===== config.mk =====
export PLATFORM = sky130hd
export DESIGN_NAME = strobed_parallel_port
export DESIGN_NICKNAME = d
export VERILOG_FILES = /design/src/verilog/strobed_port_pkg.sv /design/src/verilog/strobe_sync.sv /design/src/verilog/strobed_parallel_port.sv
export SDC_FILE = /design/constraint.sdc
export NUM_CORES = 1
export LEC_CHECK = 0
export BUFFER_PORTS_ARGS = -buffer_cell sky130_fd_sc_hd__buf_2
export CAP_MARGIN = 40
export CORE_MARGIN = 1
export CORE_UTILIZATION = 50
export CTS_BUF_LIST = sky130_fd_sc_hd__clkbuf_4
export CTS_CLUSTER_DIAMETER = 200
export DETAILED_ROUTE_END_ITERATION = 8
export PLACE_DENSITY_LB_ADDON = 0.12
export SYNTH_ARGS = -nofsm -noshare
export SYNTH_HDL_FRONTEND = slang
export SYNTH_SLANG_ARGS = --single-unit

===== constraint.sdc =====
create_clock -name clk -period 3.1 [get_ports clk]
set_input_delay 0.155 -clock clk [delete_from_list [all_inputs] [get_ports clk]]
set_output_delay 0.155 -clock clk [all_outputs]
set_load 0.03 [all_outputs]

===== src/verilog/strobed_port_pkg.sv =====
// constants, register map and field layout of the strobed parallel port
package strobed_port_pkg;
  // register byte addresses on the register bus
  localparam logic [7:0] data_addr = 8'h00;
  localparam logic [7:0] ctrl_addr = 8'h04;
  localparam logic [7:0] inbuf_addr = 8'h08;
  localparam logic [7:0] irq_stat_addr = 8'h0c;
  localparam logic [7:0] irq_mask_addr = 8'h10;
  // control/status field positions
  localparam int in_full_bit = 0;
  localparam int out_full_bit = 1;
  localparam int in_mode_bit = 2;
  localparam int out_clr_bit = 3;
  localparam int a_mode_lo = 4;
  localparam int b_mode_lo = 6;
  localparam logic [7:0] ctrl_reset = 8'hfc;
  localparam logic [7:0] data_reset = 8'hff;
  localparam logic [1:0] resp_okay = 2'b00;
  localparam logic [1:0] resp_slverr = 2'b10;
  // interrupt status bits
  localparam int irq_in_full = 0;
  localparam int irq_out_empty = 1;
  localparam int irq_width = 2;
  // flag pin modes
  typedef enum logic [1:0] {
    flag_low = 2'b00,
    flag_high = 2'b01,
    flag_status = 2'b10,
    flag_input = 2'b11
  } flag_mode_e;
  typedef enum logic [1:0] {
    bus_idle = 2'b00,
    bus_wresp = 2'b01,
    bus_rresp = 2'b10
  } bus_state_e;
endpackage


===== src/verilog/strobe_sync.sv =====
// two-stage synchroniser with edge detection for one strobe or flag pin
module strobe_sync (
  input wire logic clk,
  input wire logic reset,
  input wire logic pin_in,
  output logic level,
  output logic fall,
  output logic rise
);
  typedef struct packed {
    logic meta_r;
    logic sync_r;
    logic prev_r;
  } sync_s;
  sync_s st_r;
  sync_s st_nxt;

  always_comb begin
    st_nxt = st_r;
    st_nxt.meta_r = pin_in;
    st_nxt.sync_r = st_r.meta_r;
    st_nxt.prev_r = st_r.sync_r;
  end

  // idle strobes rest high, so reset state avoids a false edge
  always_ff @(posedge clk or posedge reset) begin
    if (reset) begin
      st_r <= '1;
    end else begin
      st_r <= st_nxt;
    end
  end

  assign level = st_r.sync_r;
  assign fall = st_r.prev_r & ~st_r.sync_r;
  assign rise = ~st_r.prev_r & st_r.sync_r;
endmodule


===== src/verilog/strobed_parallel_port.sv =====
// strobed parallel port: pins, flag logic and register slave
//
// Local design decisions: the register addresses and the AXI4-Lite register port.
module strobed_parallel_port (
  input wire logic clk,
  input wire logic reset,
  input wire logic [7:0] awaddr,
  input wire logic awvalid,
  output logic awready,
  input wire logic [31:0] wdata,
  input wire logic [3:0] wstrb,
  input wire logic wvalid,
  output logic wready,
  output logic [1:0] bresp,
  output logic bvalid,
  input wire logic bready,
  input wire logic [7:0] araddr,
  input wire logic arvalid,
  output logic arready,
  output logic [31:0] rdata,
  output logic [1:0] rresp,
  output logic rvalid,
  input wire logic rready,
  input wire logic [7:0] strobed_port_data_in,
  output logic [7:0] strobed_port_data_out,
  output logic [7:0] strobed_port_data_oe,
  input wire logic out_strobe_n,
  input wire logic in_strobe_n,
  input wire logic flag_pin_a_in,
  output logic flag_pin_a_out,
  output logic flag_pin_a_oe,
  input wire logic flag_pin_b_in,
  output logic flag_pin_b_out,
  output logic flag_pin_b_oe,
  output logic irq
);
  import strobed_port_pkg::*;

  typedef struct packed {
    logic [7:0] data_r;
    logic [7:0] ctrl_r;
    logic [7:0] inbuf_r;
    logic [irq_width-1:0] stat_r;
    logic [irq_width-1:0] mask_r;
    bus_state_e bus_r;
    logic aw_got_r;
    logic w_got_r;
    logic [7:0] awaddr_r;
    logic [7:0] wbyte_r;
    logic wlane_r;
    logic awready_r;
    logic wready_r;
    logic arready_r;
    logic bvalid_r;
    logic [1:0] bresp_r;
    logic rvalid_r;
    logic [31:0] rdata_r;
    logic [1:0] rresp_r;
    logic [7:0] pin_out_r;
    logic [7:0] pin_oe_r;
    logic a_out_r;
    logic a_oe_r;
    logic b_out_r;
    logic b_oe_r;
    logic irq_r;
  } port_s;
  port_s st_r;
  port_s st_nxt;

  logic ostb_lvl, ostb_fall, ostb_rise;
  logic istb_lvl, istb_fall, istb_rise;
  logic a_lvl, b_lvl;

  // ------------------------------------------------------------
  // pin synchronisers
  // ------------------------------------------------------------
  // strobes synchronised first
  strobe_sync u_ostb (.clk(clk), .reset(reset), .pin_in(out_strobe_n),
    .level(ostb_lvl), .fall(ostb_fall), .rise(ostb_rise));
  strobe_sync u_istb (.clk(clk), .reset(reset), .pin_in(in_strobe_n),
    .level(istb_lvl), .fall(istb_fall), .rise(istb_rise));
  strobe_sync u_afl (.clk(clk), .reset(reset), .pin_in(flag_pin_a_in),
    .level(a_lvl), .fall(), .rise());
  strobe_sync u_bfl (.clk(clk), .reset(reset), .pin_in(flag_pin_b_in),
    .level(b_lvl), .fall(), .rise());

  // ------------------------------------------------------------
  // next state
  // ------------------------------------------------------------
  always_comb begin
    logic [1:0] a_mode;
    logic [1:0] b_mode;
    logic port_gate_n;
    logic out_always;
    logic istb_ok;
    logic do_write;
    logic do_read;
    logic [7:0] wa;
    logic [7:0] wd;
    logic [7:0] src;
    logic [irq_width-1:0] ev;
    a_mode = 2'b00;
    b_mode = 2'b00;
    port_gate_n = 1'b0;
    out_always = 1'b0;
    istb_ok = 1'b0;
    do_write = 1'b0;
    do_read = 1'b0;
    wa = 8'h00;
    wd = 8'h00;
    src = 8'h00;
    ev = '0;
    st_nxt = st_r;

    a_mode = st_r.ctrl_r[a_mode_lo +: 2];
    b_mode = st_r.ctrl_r[b_mode_lo +: 2];
    out_always = (b_mode[1] == 1'b0) && (a_mode == flag_status);
    // gate pin high disables port and input strobe
    port_gate_n = (b_mode == flag_input) ? b_lvl : 1'b0;
    istb_ok = ~port_gate_n;

    // ---- register bus: write path, address and data in any order
    st_nxt.awready_r = 1'b0;
    st_nxt.wready_r = 1'b0;
    st_nxt.arready_r = 1'b0;
    if (awvalid && st_r.awready_r) begin
      st_nxt.aw_got_r = 1'b1;
      st_nxt.awaddr_r = awaddr;
    end
    if (wvalid && st_r.wready_r) begin
      st_nxt.w_got_r = 1'b1;
      st_nxt.wbyte_r = wdata[7:0];
      st_nxt.wlane_r = wstrb[0];
    end
    if (st_r.bus_r == bus_idle) begin
      st_nxt.awready_r = ~st_nxt.aw_got_r & awvalid & ~(awvalid & st_r.awready_r);
      st_nxt.wready_r = ~st_nxt.w_got_r & wvalid & ~(wvalid & st_r.wready_r);
      if (st_r.aw_got_r && st_r.w_got_r) begin
        do_write = st_r.wlane_r;
        wa = st_r.awaddr_r;
        wd = st_r.wbyte_r;
        st_nxt.aw_got_r = 1'b0;
        st_nxt.w_got_r = 1'b0;
        st_nxt.bvalid_r = 1'b1;
        st_nxt.bresp_r = (wa == data_addr || wa == ctrl_addr || wa == inbuf_addr ||
          wa == irq_stat_addr || wa == irq_mask_addr) ? resp_okay : resp_slverr;
        st_nxt.bus_r = bus_wresp;
      end else if (arvalid && st_r.arready_r) begin
        do_read = 1'b1;
        st_nxt.rvalid_r = 1'b1;
        st_nxt.rresp_r = resp_okay;
        st_nxt.rdata_r = 32'h0000_0000;
        case (araddr)
          data_addr: st_nxt.rdata_r[7:0] = st_r.data_r;
          ctrl_addr: st_nxt.rdata_r[7:0] = st_r.ctrl_r;
          inbuf_addr: st_nxt.rdata_r[7:0] = st_r.inbuf_r;
          irq_stat_addr: st_nxt.rdata_r[irq_width-1:0] = st_r.stat_r;
          irq_mask_addr: st_nxt.rdata_r[irq_width-1:0] = st_r.mask_r;
          default: st_nxt.rresp_r = resp_slverr;
        endcase
        st_nxt.bus_r = bus_rresp;
      end else if (!st_r.aw_got_r && !st_r.w_got_r) begin
        st_nxt.arready_r = arvalid & ~st_r.arready_r;
      end
    end
    case (st_r.bus_r)
      bus_wresp: begin
        if (bready) begin
          st_nxt.bvalid_r = 1'b0;
          st_nxt.bus_r = bus_idle;
        end
      end
      bus_rresp: begin
        if (rready) begin
          st_nxt.rvalid_r = 1'b0;
          st_nxt.bus_r = bus_idle;
        end
      end
      bus_idle: begin
      end
      default: st_nxt.bus_r = bus_idle;
    endcase

    // ---- register writes; buffer-full flags stay read-only
    if (do_write) begin
      case (wa)
        data_addr: st_nxt.data_r = wd;
        ctrl_addr: st_nxt.ctrl_r[7:in_mode_bit] = wd[7:in_mode_bit];
        irq_stat_addr: st_nxt.stat_r = st_r.stat_r & ~wd[irq_width-1:0];
        irq_mask_addr: st_nxt.mask_r = wd[irq_width-1:0];
        default: st_nxt.ctrl_r = st_nxt.ctrl_r;
      endcase
    end

    // ---- output-buffer-full flag; set beats clear
    // clear edge chosen by config bit
    if (st_r.ctrl_r[out_clr_bit] ? ostb_rise : ostb_fall) begin
      st_nxt.ctrl_r[out_full_bit] = 1'b0;
      ev[irq_out_empty] = st_r.ctrl_r[out_full_bit];
    end
    if (do_write && wa == data_addr) begin
      st_nxt.ctrl_r[out_full_bit] = 1'b1;
    end

    // ---- input latch and input-buffer-full flag
    // input buffer read clears in-full
    if (do_read && araddr == inbuf_addr) begin
      st_nxt.ctrl_r[in_full_bit] = 1'b0;
    end
    // transparent while low, or capture on rise
    if (istb_ok) begin
      if (st_r.ctrl_r[in_mode_bit]) begin
        if (!istb_lvl) begin
          st_nxt.inbuf_r = strobed_port_data_in;
        end
      end else if (istb_rise) begin
        st_nxt.inbuf_r = strobed_port_data_in;
      end
      if (st_r.ctrl_r[in_mode_bit] ? istb_fall : istb_rise) begin
        st_nxt.ctrl_r[in_full_bit] = 1'b1;
        ev[irq_in_full] = 1'b1;
      end
    end

    // ---- interrupt status, set wins over write-one clear
    st_nxt.stat_r = st_nxt.stat_r | ev;
    st_nxt.irq_r = |(st_nxt.stat_r & st_nxt.mask_r);

    // ---- port pins
    // outside party drives the select pin
    // select pin: 0 data register, 1 control/status
    src = (a_mode == flag_input && a_lvl) ? st_nxt.ctrl_r : st_nxt.data_r;
    st_nxt.pin_out_r = src;
    // push-pull: all eight bits driven or all released together
    // driver mode drives only while out strobe low
    if (port_gate_n) begin
      st_nxt.pin_oe_r = 8'h00;
    end else if (out_always || !ostb_lvl) begin
      st_nxt.pin_oe_r = 8'hff;
    end else begin
      st_nxt.pin_oe_r = 8'h00;
    end

    // ---- flag pins
    // flag pin a level or out-full mirror
    st_nxt.a_oe_r = (a_mode != flag_input);
    st_nxt.a_out_r = (a_mode == flag_status) ? st_nxt.ctrl_r[out_full_bit] : a_mode[0];
    // flag pin b level or in-full mirror
    st_nxt.b_oe_r = (b_mode != flag_input);
    st_nxt.b_out_r = (b_mode == flag_status) ? st_nxt.ctrl_r[in_full_bit] : b_mode[0];
  end

  // ------------------------------------------------------------
  // state register
  // ------------------------------------------------------------
  // reset loads fc, flags clear
  always_ff @(posedge clk or posedge reset) begin
    if (reset) begin
      st_r <= '0;
      st_r.ctrl_r <= ctrl_reset;
      st_r.data_r <= data_reset;
      st_r.bus_r <= bus_idle;
      st_r.a_oe_r <= 1'b0;
      st_r.b_oe_r <= 1'b0;
    end else begin
      st_r <= st_nxt;
    end
  end

  assign awready = st_r.awready_r;
  assign wready = st_r.wready_r;
  assign arready = st_r.arready_r;
  assign bvalid = st_r.bvalid_r;
  assign bresp = st_r.bresp_r;
  assign rvalid = st_r.rvalid_r;
  assign rdata = st_r.rdata_r;
  assign rresp = st_r.rresp_r;
  assign strobed_port_data_out = st_r.pin_out_r;
  assign strobed_port_data_oe = st_r.pin_oe_r;
  assign flag_pin_a_out = st_r.a_out_r;
  assign flag_pin_a_oe = st_r.a_oe_r;
  assign flag_pin_b_out = st_r.b_out_r;
  assign flag_pin_b_oe = st_r.b_oe_r;
  assign irq = st_r.irq_r;

  // ------------------------------------------------------------
  // checks
  // ------------------------------------------------------------
  out_full_set_a: assert property (@(posedge clk) disable iff (reset)
    (st_r.bus_r == bus_idle && st_r.aw_got_r && st_r.w_got_r && st_r.wlane_r &&
     st_r.awaddr_r == data_addr) |=> st_r.ctrl_r[out_full_bit])
    else $error("out-full not set by data write");
  out_full_clr_a: assert property (@(posedge clk) disable iff (reset)
    ((st_r.ctrl_r[out_clr_bit] ? ostb_rise : ostb_fall) && !(st_r.bus_r == bus_idle &&
     st_r.aw_got_r && st_r.w_got_r)) |=> !st_r.ctrl_r[out_full_bit])
    else $error("out-full not cleared by strobe edge");
  in_full_set_a: assert property (@(posedge clk) disable iff (reset)
    (!st_r.ctrl_r[in_mode_bit] && istb_rise && !(b_lvl && st_r.ctrl_r[7:6] == flag_input))
    |=> st_r.ctrl_r[in_full_bit])
    else $error("in-full not set on rising edge");
  gate_off_a: assert property (@(posedge clk) disable iff (reset)
    (st_r.ctrl_r[7:6] == flag_input && b_lvl) |=> (strobed_port_data_oe == 8'h00))
    else $error("port driven while gated off");
  drive_mode_a: assert property (@(posedge clk) disable iff (reset)
    (st_r.ctrl_r[7:4] == 4'h0 && ostb_lvl) |=> (strobed_port_data_oe == 8'h00))
    else $error("port driven while strobe high");
  always_on_a: assert property (@(posedge clk) disable iff (reset)
    (st_r.ctrl_r[7:4] == 4'b0010) |=> (strobed_port_data_oe == 8'hff))
    else $error("output-always port not driven");
  select_ctrl_a: assert property (@(posedge clk) disable iff (reset)
    (st_r.ctrl_r[5:4] == flag_input && a_lvl) ##1 (st_r.ctrl_r == $past(st_r.ctrl_r))
    |-> (strobed_port_data_out == st_r.ctrl_r))
    else $error("select pin does not route status");
  flag_a_mirror_a: assert property (@(posedge clk) disable iff (reset)
    (st_r.ctrl_r[5:4] == flag_status) |=> (flag_pin_a_out == st_r.ctrl_r[out_full_bit]))
    else $error("flag pin a does not mirror out-full");
  flag_b_mirror_a: assert property (@(posedge clk) disable iff (reset)
    (st_r.ctrl_r[7:6] == flag_status) |=> (flag_pin_b_out == st_r.ctrl_r[in_full_bit]))
    else $error("flag pin b does not mirror in-full");
endmodule


==> flow_summary.rst, run 1 <==
.. list-table::
   :header-rows: 1

   * - Metric
     - Value
   * - Status
     - complete, no violations
   * - Number of remaining DRC errors
     - 0
   * - Initial Util
     - 52.4%
   * - Synthesized area divided by synthesized cell count
     - 11.7 sq um
   * - Number of instances in the placed design
     - 497
   * - Flip-flop count of the largest register, all copies and words added
     - 49
   * - Fin Clk Skew
     - about 10 ps
   * - Routed Antenna Nets
     - 0
   * - Part of the cycle the worst path needs
     - a little over two thirds
   * - Number of H-tree levels
     - 3
   * - Final HPWL from detailed placement
     - 5560 um
   * - Part of the Yosys area used for sequential elements
     - between 50% and 60%
   * - Overall via count from detail_route
     - 2818
   * - Yosys Warn Count
     - 0
   * - Number of library cell types mapped by synthesis
     - around 50
   * - PD cells
     - 639 nW/um^2
   * - Worst supply voltage drop on vdd
     - 0.372 mV
   * - ANT cells
     - 0
   * - Root buf cell
     - sky130_fd_sc_hd__clkbuf_4
   * - Final count of hold timing violations
     - 0
   * - Cell types occupying the most area after synthesis
     - sky130_fd_sc_hd__dfrtp_1, sky130_fd_sc_hd__dfstp_2, sky130_fd_sc_hd__buf_4
   * - Worst Path Class, Setup
     - reg2reg
   * - Fraction of registers with async set or reset after synthesis
     - 100%
   * - Power Total
     - 3.06 mW
   * - TritonCTS clock tree
     - built
   * - Synth area leader
     - sky130_fd_sc_hd__dfrtp_1
   * - Proportion of layout cells with a drive suffix above 1
     - between 30 and 40%
   * - Vias per std cell
     - 5.14
   * - Count of standard-cell rows
     - 32
   * - Clock buffer count from CTS
     - 9
   * - Portion of synthesized cell area occupied by the leading cell type
     - 39.1%
   * - Flip-flop and latch count after synthesis
     - 88
   * - Post-CTS resize count
     - 0
   * - Post-Route WL
     - 8030 um
   * - Largest reg by FF count
     - st_r
   * - Leakage
     - 2.26 nW
   * - Total global routing track utilization
     - 20.6%
   * - Worst endpoint required time
     - 3390 ps
   * - Clock transition at the register clock pins on the worst setup and hold paths after CTS
     - between 100 and 150 ps
   * - Instance area at placement
     - around 4300 sq um
   * - Iteration count of the initial detailed-routing pass
     - 4
   * - Post-route non-filler standard cell count
     - 548
   * - Pin count of the biggest net entering global routing
     - 36
   * - Initial detailed-routing violation count
     - 93
   * - Max-slew violations
     - 0
   * - GP Congestion
     - about 0.80
   * - Number of synthesized flops with an enable pin
     - 0
   * - First-pass GRT wire length
     - 13400 um
   * - Sink count of the clock tree
     - 88
   * - Avg WL per Cell
     - 14.7 um
   * - Max Clk Rate
     - 0.459 GHz
   * - I/O Pins
     - 133
   * - Number of antenna violations at the first check in global routing
     - 0
   * - Chip width
     - 92.5 um
   * - Area Overhead vs Synth
     - 17.0%
   * - Worst-Skew Late Latency
     - 430 ps
   * - Top_reg_cell synth
     - sky130_fd_sc_hd__dfrtp_1
   * - Post-CTS setup-driven buffer insertion count
     - 0
   * - Slew @ Worst Pin
     - 642 ps
   * - Count of nets after finishing
     - 512
   * - Finished Core Util
     - 61.3%
   * - Combined area of all synthesized cells
     - 4090 sq um
   * - Cell count after synthesis
     - about 350
   * - Hold WC Path Type
     - in2reg
   * - Final non-filler cell area
     - around 4800 sq um
   * - Setup repair after global routing missed its margin
     - no
   * - Max-cap violations
     - 0
   * - Grt total ovfl
     - 0
   * - Final worst path period need
     - 2180 ps
   * - Die Area
     - 8550 sq um
   * - Floorplan Core Area
     - 7810 sq um
   * - Maximum fanout along the worst path
     - 17
   * - Worst rel slew slack
     - 56.8%
   * - Sum of negative setup slack
     - 0 ps
   * - PortBufs
     - 79
   * - Via count of the first global-routing pass
     - 2743
   * - Setup violation total in the final timing report
     - 0
   * - Launching element type of the critical path
     - flop
   * - Vertical die dimension
     - 92.5 um
   * - Bufs on Longest Clock Path
     - 2
   * - CP Data Arrival Time
     - 2470 ps
   * - Element type at the critical path end
     - flop
Yosys cell counts, drive strengths merged, types with 4 or more instances:
cell type and instances:
a31oi 4, a21o 6, nor2b 5, dfstp 24, nand4 5, a211oi 4, nor3 10, a21oi 6
a22oi 6, clkbuf 7, nand2b 5, nand2 31, and3 4, inv 9, buf 56, mux2 32
mux2i 7, dfrtp 64, o21ai 14, nor2 9
logic make-up (layout without fill, tap and decap cells):
| logic type | count (synthesis) | after routing | share of synthesized area, % |
|---|---|---|---|
| and+or+nand+nor | 95 | 95 | 13.3 |
| buffers and inverters | 72 | 142 | 11.5 |
| AOI/OAI and AO/OA | 54 | 54 | 8.93 |
| muxes | 41 | 41 | 11.6 |
| other | 1 | 26 | 0.0916 |
| DFF | 88 | 88 | 54.5 |
power by group:
part / internal (mW) / switching (mW)
Combinational: 0.363 / 0.460
Clock: 0.269 / 0.356
Sequential: 1.41 / 0.206
final timing paths:
check,start,endpoint,slack (ps),cells past startpoint
max,st_r[82],strobed_port_data_out[3],920,5
min,araddr[5],rdata[7],70,3
max reg2reg,st_r[82],strobed_port_data_out[3],920,5
min reg2reg,u_afl.st_nxt[1],u_afl.level,360,0
max in group asynchronous,reset,st_r[109],2100,4
min in group asynchronous,reset,st_r[79],210,3
per-stage QoR:
| stage | hold WS, ps | worst slack (ps) |
|---|---|---|
| after floorplan | 159 | 706 |
| after global placement | 136 | 972 |
| after detailed placement | 138 | 990 |
| after CTS | 47.4 | 940 |
| after global routing | 61.4 | 703 |
| final | 68.3 | 923 |
area by class of cell:
cell class | instances | area, sq um
multi-input cells | 216 | 1490
clock buffers | 12 | 90.1
inverters | 9 | 35.0
well taps | 102 | 128
fillers | 685 | 3020
clock inverters | 4 | 45.0
flip-flops and latches | 88 | 2230
repair buffers | 117 | 768
what timing repair did:
item | 4_1_cts | 5_1_grt
endpoints found under the hold margin | 57 | 0
hold buffers | 35 | 0
endpoints found under the setup margin | 0 | 0
critical path, cell delays in order (launching register included):
cell and delay (ps):
sky130_fd_sc_hd__dfrtp_1 480, sky130_fd_sc_hd__nor4bb_2 310, sky130_fd_sc_hd__buf_4 260, sky130_fd_sc_hd__and4_1 250
sky130_fd_sc_hd__a21boi_0 550, sky130_fd_sc_hd__a211oi_1 180
routing by layer:
layer	vias to the layer above	track usage, %	share of wire (%)
met2	91	32.7	48
met5	-	0	0
li1	1341	-	-
met3	9	2.63	4.1
met1	1377	28.3	46
met4	0	9.38	1.5
placed cells by master, fill, tap and decap left out, types with 7 or more instances in the layout:
cell	n
sky130_fd_sc_hd__conb_1	26
sky130_fd_sc_hd__inv_1	8
sky130_fd_sc_hd__nor2_1	9
sky130_fd_sc_hd__dlygate4sd3_1	35
sky130_fd_sc_hd__clkbuf_4	12
sky130_fd_sc_hd__o21ai_0	10
sky130_fd_sc_hd__nor3_1	10
sky130_fd_sc_hd__mux2_2	32
sky130_fd_sc_hd__buf_2	79
sky130_fd_sc_hd__dfstp_2	24
sky130_fd_sc_hd__mux2i_1	7
sky130_fd_sc_hd__nand2_1	31
sky130_fd_sc_hd__dfrtp_1	64
No activity file was read; power rests on OpenSTA's default activity.
==> run 2: changes to the inputs <==
--- a/config.mk
+++ b/config.mk
@@ -5,10 +5,11 @@
 export SDC_FILE = /design/constraint.sdc
 export NUM_CORES = 1
 export LEC_CHECK = 0
+export ABC_AREA = 1
 export BUFFER_PORTS_ARGS = -buffer_cell sky130_fd_sc_hd__buf_2
 export CAP_MARGIN = 40
 export CORE_MARGIN = 1
-export CORE_UTILIZATION = 50
+export CORE_UTILIZATION = 48
 export CTS_BUF_LIST = sky130_fd_sc_hd__clkbuf_4
 export CTS_CLUSTER_DIAMETER = 200
 export DETAILED_ROUTE_END_ITERATION = 8
==> constraint.sdc (replaced) <==
create_clock -name clk -period 1.9 [get_ports clk]
set_input_delay 0.095 -clock clk [delete_from_list [all_inputs] [get_ports clk]]
set_output_delay 0.095 -clock clk [all_outputs]
set_load 0.03 [all_outputs]
==> run 2 against run 1 <==
- maximum frequency rose by 35%
- area after synthesis rose by 3.5%
- sequential power rose by 53%
- critical endpoint is now rdata[0]
- largest cell class unchanged
==> flow_summary.rst, run 2 <==
.. list-table::
   :header-rows: 1

   * - Metric
     - Value
   * - Status
     - complete, no violations
   * - Slowest cell delay on critical path
     - 460 ps (-90 ps)
   * - Post-route non-filler standard cell count
     - 684 (+25%)
   * - Initial detailed-routing violation count
     - 160 (+72%)
   * - Portion of synthesized cell area occupied by the leading cell type
     - 37.8% (-1.3 points)
   * - Number of remaining DRC errors
     - 0 (unchanged)
   * - Leakage
     - 2.60 nW (+15%)
   * - Number of buffers and inverters on the critical path
     - 2 (+1)
   * - Total global routing track utilization
     - 20.3% (-0.31 points)
   * - Cts-stage hold buffer count
     - 35 (unchanged)
   * - Commonest non-fill, non-tap cell in the layout
     - sky130_fd_sc_hd__nand2_1
   * - Cells along the critical path
     - nor2_4 -> nand4_1 -> inv_2 -> or2_2 -> inv_1 -> a21oi_1
   * - Cell types occupying the most area after synthesis
     - sky130_fd_sc_hd__dfrtp_1, sky130_fd_sc_hd__dfstp_2, sky130_fd_sc_hd__nand2_1
   * - Post-CTS setup-driven buffer insertion count
     - 0 (unchanged)
   * - Vertical die dimension
     - 95.9 um (+3.7%)
   * - Clock transition at the register clock pins on the worst setup and hold paths after CTS
     - 130 ps (about the same)
   * - Worst-Skew Late Latency
     - 420 ps (about the same)
   * - Synthesized area divided by synthesized cell count
     - 8.88 sq um (-24%)
   * - Vias per std cell
     - 4.68 (-9.1%)
   * - Chip width
     - 95.9 um (+3.7%)
   * - Root buf cell
     - sky130_fd_sc_hd__clkbuf_4
   * - Worst rel slew slack
     - 63.7% (+6.8 points)
   * - Top_reg_cell synth
     - sky130_fd_sc_hd__dfrtp_1
   * - Slowest cell on crit path
     - sky130_fd_sc_hd__dfrtp_1
   * - Count leader, synth
     - sky130_fd_sc_hd__nand2_1
   * - Die Area
     - 9200 sq um (+7.6%)
   * - Largest delay contributor family on the critical path
     - simple AND/OR/NAND/NOR gates
   * - Sum of negative setup slack
     - 0 ps (unchanged)
   * - Max-cap violations
     - 0 (unchanged)
   * - Top post-synthesis cells by count
     - sky130_fd_sc_hd__nand2_1, sky130_fd_sc_hd__dfrtp_1, sky130_fd_sc_hd__buf_4, sky130_fd_sc_hd__inv_1, sky130_fd_sc_hd__nand3_1
   * - Number of antenna violations at the first check in global routing
     - 0 (unchanged)
   * - CP Data Arrival Time
     - 1960 ps (-510 ps)
   * - Max-slew violations
     - 0 (unchanged)
   * - Iteration count of the initial detailed-routing pass
     - 4 (unchanged)
   * - Hold Path Stages
     - 4 (+1)
   * - Setup violation total in the final timing report
     - 0 (unchanged)
   * - Worst Path Class, Setup
     - reg2reg
   * - Worst supply voltage drop on vdd
     - 0.627 mV (+69%)
   * - Part of the cycle the worst path needs
     - 84.7% (+14 points)
   * - Fraction of registers with async set or reset after synthesis
     - 100% (unchanged)
   * - Element type at the critical path end
     - flop
   * - Clock buffer count from CTS
     - 9 (unchanged)
   * - Fin Clk Skew
     - 8.37 ps (-1.59 ps)
   * - ANT cells
     - 0 (unchanged)
   * - Combined area of all synthesized cells
     - 4230 sq um (+3.5%)
   * - PD cells
     - 941 nW/um^2 (+47%)
   * - Worst endpoint required time
     - 2250 ps (-1140 ps)
   * - Cell count after synthesis
     - 477 (+36%)
   * - Area Overhead vs Synth
     - 16.9% (about the same)
   * - Number of synthesized flops with an enable pin
     - 0 (unchanged)
   * - Post-Route WL
     - 8450 um (+5.2%)
   * - Post-CTS resize count
     - 0 (unchanged)
   * - Hold WC Path Type
     - in2reg
   * - Slew @ Worst Pin
     - 543 ps (-98.6 ps)
   * - Pin count of the biggest net entering global routing
     - 70 (+94%)
   * - Grt total ovfl
     - 0 (unchanged)
   * - Commonest cells after routing, fill and taps aside
     - sky130_fd_sc_hd__nand2_1, sky130_fd_sc_hd__buf_2, sky130_fd_sc_hd__dfrtp_1, sky130_fd_sc_hd__inv_1, sky130_fd_sc_hd__nand3_1
   * - Max Clk Rate
     - 0.621 GHz (+35%)
   * - Final count of hold timing violations
     - 0 (unchanged)
   * - TritonCTS clock tree
     - built
   * - Count of standard-cell rows
     - 33 (+3.1%)
   * - Part of the Yosys area used for sequential elements
     - 52.7% (-1.8 points)
   * - Synth area leader
     - sky130_fd_sc_hd__dfrtp_1
   * - Routed Antenna Nets
     - 0 (unchanged)
   * - Final worst path period need
     - 1610 ps (-568 ps)
   * - Count of nets after finishing
     - 645 (+26%)
   * - First-pass GRT wire length
     - 14000 um (+4.7%)
   * - Bufs on Longest Clock Path
     - 2 (unchanged)
   * - Flip-flop and latch count after synthesis
     - 88 (unchanged)
   * - Number of H-tree levels
     - 3 (unchanged)
   * - Setup repair after global routing missed its margin
     - no
   * - R2R cell count
     - 6 (+1)
   * - Finished Core Util
     - 59.1% (-2.3 points)
   * - Number of library cell types mapped by synthesis
     - 33 (-33%)
   * - Final HPWL from detailed placement
     - 6080 um (+9.3%)
   * - Yosys Warn Count
     - 0 (unchanged)
   * - Worst path depth
     - 6 (+1)
   * - PortBufs
     - 79 (unchanged)
   * - Proportion of layout cells with a drive suffix above 1
     - 26.9% (-9.6 points)
   * - Flip-flop count of the largest register, all copies and words added
     - 49 (unchanged)
   * - Maximum fanout along the worst path
     - 10 (-7)
   * - GP Congestion
     - 0.769 (-4.2%)
   * - Number of instances in the placed design
     - 633 (+27%)
   * - I/O Pins
     - 133 (unchanged)
   * - Avg WL per Cell
     - 12.4 um (-16%)
   * - Largest reg by FF count
     - st_r
   * - Overall via count from detail_route
     - 3198 (+13%)
   * - Sink count of the clock tree
     - 88 (unchanged)
   * - Launching element type of the critical path
     - flop
   * - Initial Util
     - 50.5% (-1.9 points)
   * - Floorplan Core Area
     - 8380 sq um (+7.4%)
   * - Via count of the first global-routing pass
     - 2988 (+8.9%)
## run 2: layout make-up
cell class | instances | area [sq um]
Fill cell | 774 | 3430
Sequential cell | 88 | 2230
Multi-Input combinational cell | 307 | 1490
Timing Repair Buffer | 120 | 803
Inverter | 48 | 184
Tap cell | 105 | 131
Clock buffer | 10 | 75.1
Clock inverter | 6 | 36.3
## run 2: worst reg2reg max path, cell delays in order, from the launching register on
cell	delay, ps
sky130_fd_sc_hd__dfrtp_1	460
sky130_fd_sc_hd__nor2_4	180
sky130_fd_sc_hd__nand4_1	320
sky130_fd_sc_hd__inv_2	290
sky130_fd_sc_hd__or2_2	150
sky130_fd_sc_hd__inv_1	30
sky130_fd_sc_hd__a21oi_1	120
## run 2: power by group
part,switching (mW),total (mW),internal (mW)
Sequential,0.234,2.46,2.22
Combinational,0.844,1.32,0.472
Clock,0.608,0.885,0.278
Total,1.69,4.66,2.97
## run 2: final timing paths
check	startpoint	end	slack, ps
min	araddr[4]	rresp[1]	100
min reg2reg	u_bfl.st_nxt[1]	u_bfl.level	370
max in group asynchronous	reset	st_r[100]	970
max reg2reg	st_r[82]	rdata[0]	290
max	st_r[82]	rdata[0]	290
min in group asynchronous	reset	rresp[1]	220
## run 2: kinds of logic after synthesis
logic type | synth area share [%]
simple gates | 25.6
mux | 2.39
buf+inv | 14.4
other cells | 0.0886
compound gates | 4.85
flops | 52.7
## run 2: through the flow
stage	setup slack (ps)	power [mW]	instance area, sq um	hold WS [ps]
floorplan	586	3.53	4330	99.5
global placement	383	3.72	4490	140
detailed placement	298	3.76	4490	143
CTS	272	4.72	4950	88.0
global route	93.0	4.98	4950	88.3
finish	290	4.66	4950	100
## run 2: per-layer routing
metal	vias up	wire length, um	track usage [%]
li1	1631	-	-
met2	82	3840	31.7
met3	9	322	3.16
met5	-	0	0
met4	0	121	7.84
met1	1476	4170	28.5
==> run 3: changes to the inputs <==
==> constraint.sdc (replaced) <==
create_clock -name clk -period 1.4 [get_ports clk]
set_input_delay 0.07 -clock clk [delete_from_list [all_inputs] [get_ports clk]]
set_output_delay 0.07 -clock clk [all_outputs]
set_load 0.03 [all_outputs]
==> run 3 against run 2 <==
- critical endpoint is now strobed_port_data_out[2]
- the flow now finishes with violations (negative setup slack)
- largest power group unchanged
- cell count increased by 4.8%
- largest cell class unchanged
- global-route usage increased by 1.3 points
- via count grew 4.3%
- combinational power increased by 70%
- flip-flop and latch count is the same
- count of clock-buffer cells in the layout did not move
- setup slack worse by 330 ps
- sequential power rose by 35%
- power grew 53%
- clock skew is 3.7 ps higher
- hold slack got worse by 62 ps
==> flow_summary.rst, run 3 (synthesis results as in run 2) <==
.. list-table::
   :header-rows: 1

   * - Metric
     - Value
   * - Commonest non-fill, non-tap cell in the layout
     - sky130_fd_sc_hd__nand2_1
   * - Maximum fanout along the worst path
     - 7 (-3)
   * - Count of nets after finishing
     - 678 (+5.1%)
   * - Power Total
     - 7.14 mW (+53%)
   * - Proportion of power drawn by combinational gates
     - 31.5% (+3.2 points)
   * - Final HPWL from detailed placement
     - 6180 um (+1.5%)
   * - Max-cap violations
     - 0 (unchanged)
   * - Slowest cell on crit path
     - sky130_fd_sc_hd__dfrtp_1
   * - Number of remaining DRC errors
     - 0 (unchanged)
   * - Clock buffer count from CTS
     - 9 (unchanged)
   * - Number of antenna violations at the first check in global routing
     - 0 (unchanged)
   * - Cells along the critical path
     - nor2_4 -> inv_4 -> nor2_8 -> buf_4 -> nand3_1 -> nand2_1 -> nand2_1 -> nand2_1
   * - Worst-Skew Late Latency
     - 430 ps (about the same)
   * - Final Worst Setup Slack
     - -39.6 ps (-330 ps)
   * - Floorplan Core Area
     - 8380 sq um (unchanged)
   * - PortBufs
     - 79 (unchanged)
   * - Worst Path Class, Setup
     - reg2reg
   * - Area Overhead vs Synth
     - 27.0%
   * - Pin count of the biggest net entering global routing
     - 89 (+27%)
   * - CP most frequent cell
     - sky130_fd_sc_hd__nand2_1
   * - Met2 routed wirelength
     - 4320 um (+13%)
   * - Launching point of the worst reg2reg path
     - st_r[82]
   * - Net Sw Frac
     - 34.5% (-1.7 points)
   * - Part of the cycle the worst path needs
     - 103% (+18 points)
   * - Final worst path period need
     - 1440 ps (-170 ps)
   * - Total length of routed met3 wires
     - 391 um (+21%)
   * - Relative contribution of the clock network to total power
     - 21.9% (+2.9 points)
   * - PD cells
     - 1330 nW/um^2 (+41%)
   * - Net switching power
     - 2.46 mW (+46%)
   * - Max-slew violations
     - 0 (unchanged)
   * - Highest layer used for signal routing
     - met4
   * - Chip width
     - 95.9 um (unchanged)
   * - Critical hold path startpoint
     - araddr[5]
   * - Initial detailed-routing violation count
     - 146 (-8.8%)
   * - ANT cells
     - 0 (unchanged)
   * - R2R cell count
     - 8 (+2)
   * - Routed Antenna Nets
     - 0 (unchanged)
   * - Max Clk Rate
     - 0.695 GHz (+12%)
   * - Worst endpoint required time
     - 1770 ps (-480 ps)
   * - Launching element type of the critical path
     - flop
   * - Avg WL per Cell
     - 12.6 um (+2.2%)
   * - TritonCTS clock tree
     - built
   * - Overall via count from detail_route
     - 3336 (+4.3%)
   * - Cell-internal power
     - 4.68 mW (+57%)
   * - Number of H-tree levels
     - 3 (unchanged)
   * - Seq pwr share
     - 46.6% (-6.1 points)
   * - Grt total ovfl
     - 0 (unchanged)
   * - Hold Path Stages
     - 5 (+1)
   * - I/O Pins
     - 133 (unchanged)
   * - Largest reg by FF count
     - st_r
   * - Leakage
     - 2.81 nW (+8.2%)
   * - Commonest cells after routing, fill and taps aside
     - sky130_fd_sc_hd__nand2_1, sky130_fd_sc_hd__buf_2, sky130_fd_sc_hd__dfrtp_1, sky130_fd_sc_hd__nand3_1, sky130_fd_sc_hd__inv_1
   * - Initial Util
     - 50.5% (unchanged)
   * - Worst supply voltage drop on vdd
     - 0.941 mV (+50%)
   * - Post-Route WL
     - 9060 um (+7.1%)
   * - Fin Clk Skew
     - 12.1 ps (+3.73 ps)
   * - Hold WC Path Type
     - in2reg
   * - Iteration count of the initial detailed-routing pass
     - 4 (unchanged)
   * - Setup repair after global routing missed its margin
     - yes
   * - Setup violation total in the final timing report
     - 4 (+4)
   * - First-pass GRT wire length
     - 14800 um (+6.0%)
   * - Vertical die dimension
     - 95.9 um (unchanged)
   * - Sink count of the clock tree
     - 88 (unchanged)
   * - Post-route non-filler standard cell count
     - 717 (+4.8%)
   * - Bufs on Longest Clock Path
     - 2 (unchanged)
   * - Via count of the first global-routing pass
     - 3141 (+5.1%)
   * - Proportion of layout cells with a drive suffix above 1
     - 33.2% (+6.2 points)
   * - Vias per std cell
     - 4.65 (-0.49%)
   * - Number of instances in the placed design
     - 651 (+2.8%)
   * - Root buf cell
     - sky130_fd_sc_hd__clkbuf_4
   * - Total global routing track utilization
     - 21.6% (+1.3 points)
   * - Count of standard-cell rows
     - 33 (unchanged)
   * - Clock transition at the register clock pins on the worst setup and hold paths after CTS
     - 130 ps (about the same)
   * - Slowest cell delay on critical path
     - 440 ps (-20 ps)
   * - Reg2reg setup slack
     - -40 ps (-330 ps)
   * - Final count of hold timing violations
     - 0 (unchanged)
   * - Critical path startpoint
     - st_r[82]
   * - Total routed wire length on the met1 layer
     - 4270 um (+2.5%)
   * - Violated checks
     - negative setup slack
   * - Die Area
     - 9200 sq um (unchanged)
   * - Status
     - finished with violations
   * - CP Data Arrival Time
     - 1810 ps (-150 ps)
   * - Element type at the critical path end
     - flop
   * - GP Congestion
     - 0.811 (+5.4%)
   * - Flip-flop count of the largest register, all copies and words added
     - 49 (unchanged)
run 3: what timing repair did:
item,CTS,global route
buffers inserted,8,3
gates resized for setup,15,23
pin swaps,7,24
endpoints found under the setup margin,24,36
gates cloned,2,1
hold buffers,36,0
hold endpoints to repair,101,0
run 3: per-layer routing:
layer | GRT usage, % | vias to the layer above
met5 | 0 | -
met4 | 6.09 | 0
met3 | 4.34 | 6
met2 | 34.3 | 88
met1 | 30.1 | 1536
li1 | - | 1706
run 3: area by class of cell:
cell class | instances | area, sq um
fill | 743 | 3010
sequential | 88 | 2230
multi-input combinational | 309 | 1570
timing repair buffer | 151 | 1100
inverter | 48 | 191
tap | 105 | 131
clock inverter | 6 | 82.6
clock buffer | 10 | 75.1
run 3: power by group through the flow:
stage / logic, mW / clock network [mW] / registers, mW
3_5_place_dp: 1.93 / 0 / 3.36
4_1_cts: 2.18 / 1.62 / 3.31
3_3_place_gp: 1.90 / 0 / 3.33
5_1_grt: 2.45 / 1.75 / 3.39
6_report: 2.25 / 1.56 / 3.32
2_1_floorplan: 1.36 / 0 / 3.42
run 3: through the flow:
step                      hold WS, ps  setup WS (ps)  setup TNS, ps  utilization [%]  instance area (sq um)
after floorplan                  74.5           85.7              0                -                   4330
after global placement            175          -7.90          -7.90             55.2                   4620
after detailed placement          177          -20.4          -51.1             55.2                   4620
after CTS                        10.3          -10.4          -33.0             62.8                   5270
after global routing             26.8           -114          -1900             64.1                   5380
final                            38.3          -39.6          -54.1             64.1                   5380
run 3: final timing paths:
path / to
worst max-delay path: strobed_port_data_out[2]
worst min-delay path: rresp[1]
worst max register to register: strobed_port_data_out[2]
worst min register to register: u_istb.level
max in group asynchronous: u_istb.st_nxt[1]
min in group asynchronous: st_r[81]
run 3: worst max-delay path: cells and delay by family (launching register included):
family | cells | cell delay (ps)
AND/OR/NAND/NOR | 6 | 700
flip-flops | 1 | 440
buffers and inverters | 2 | 250
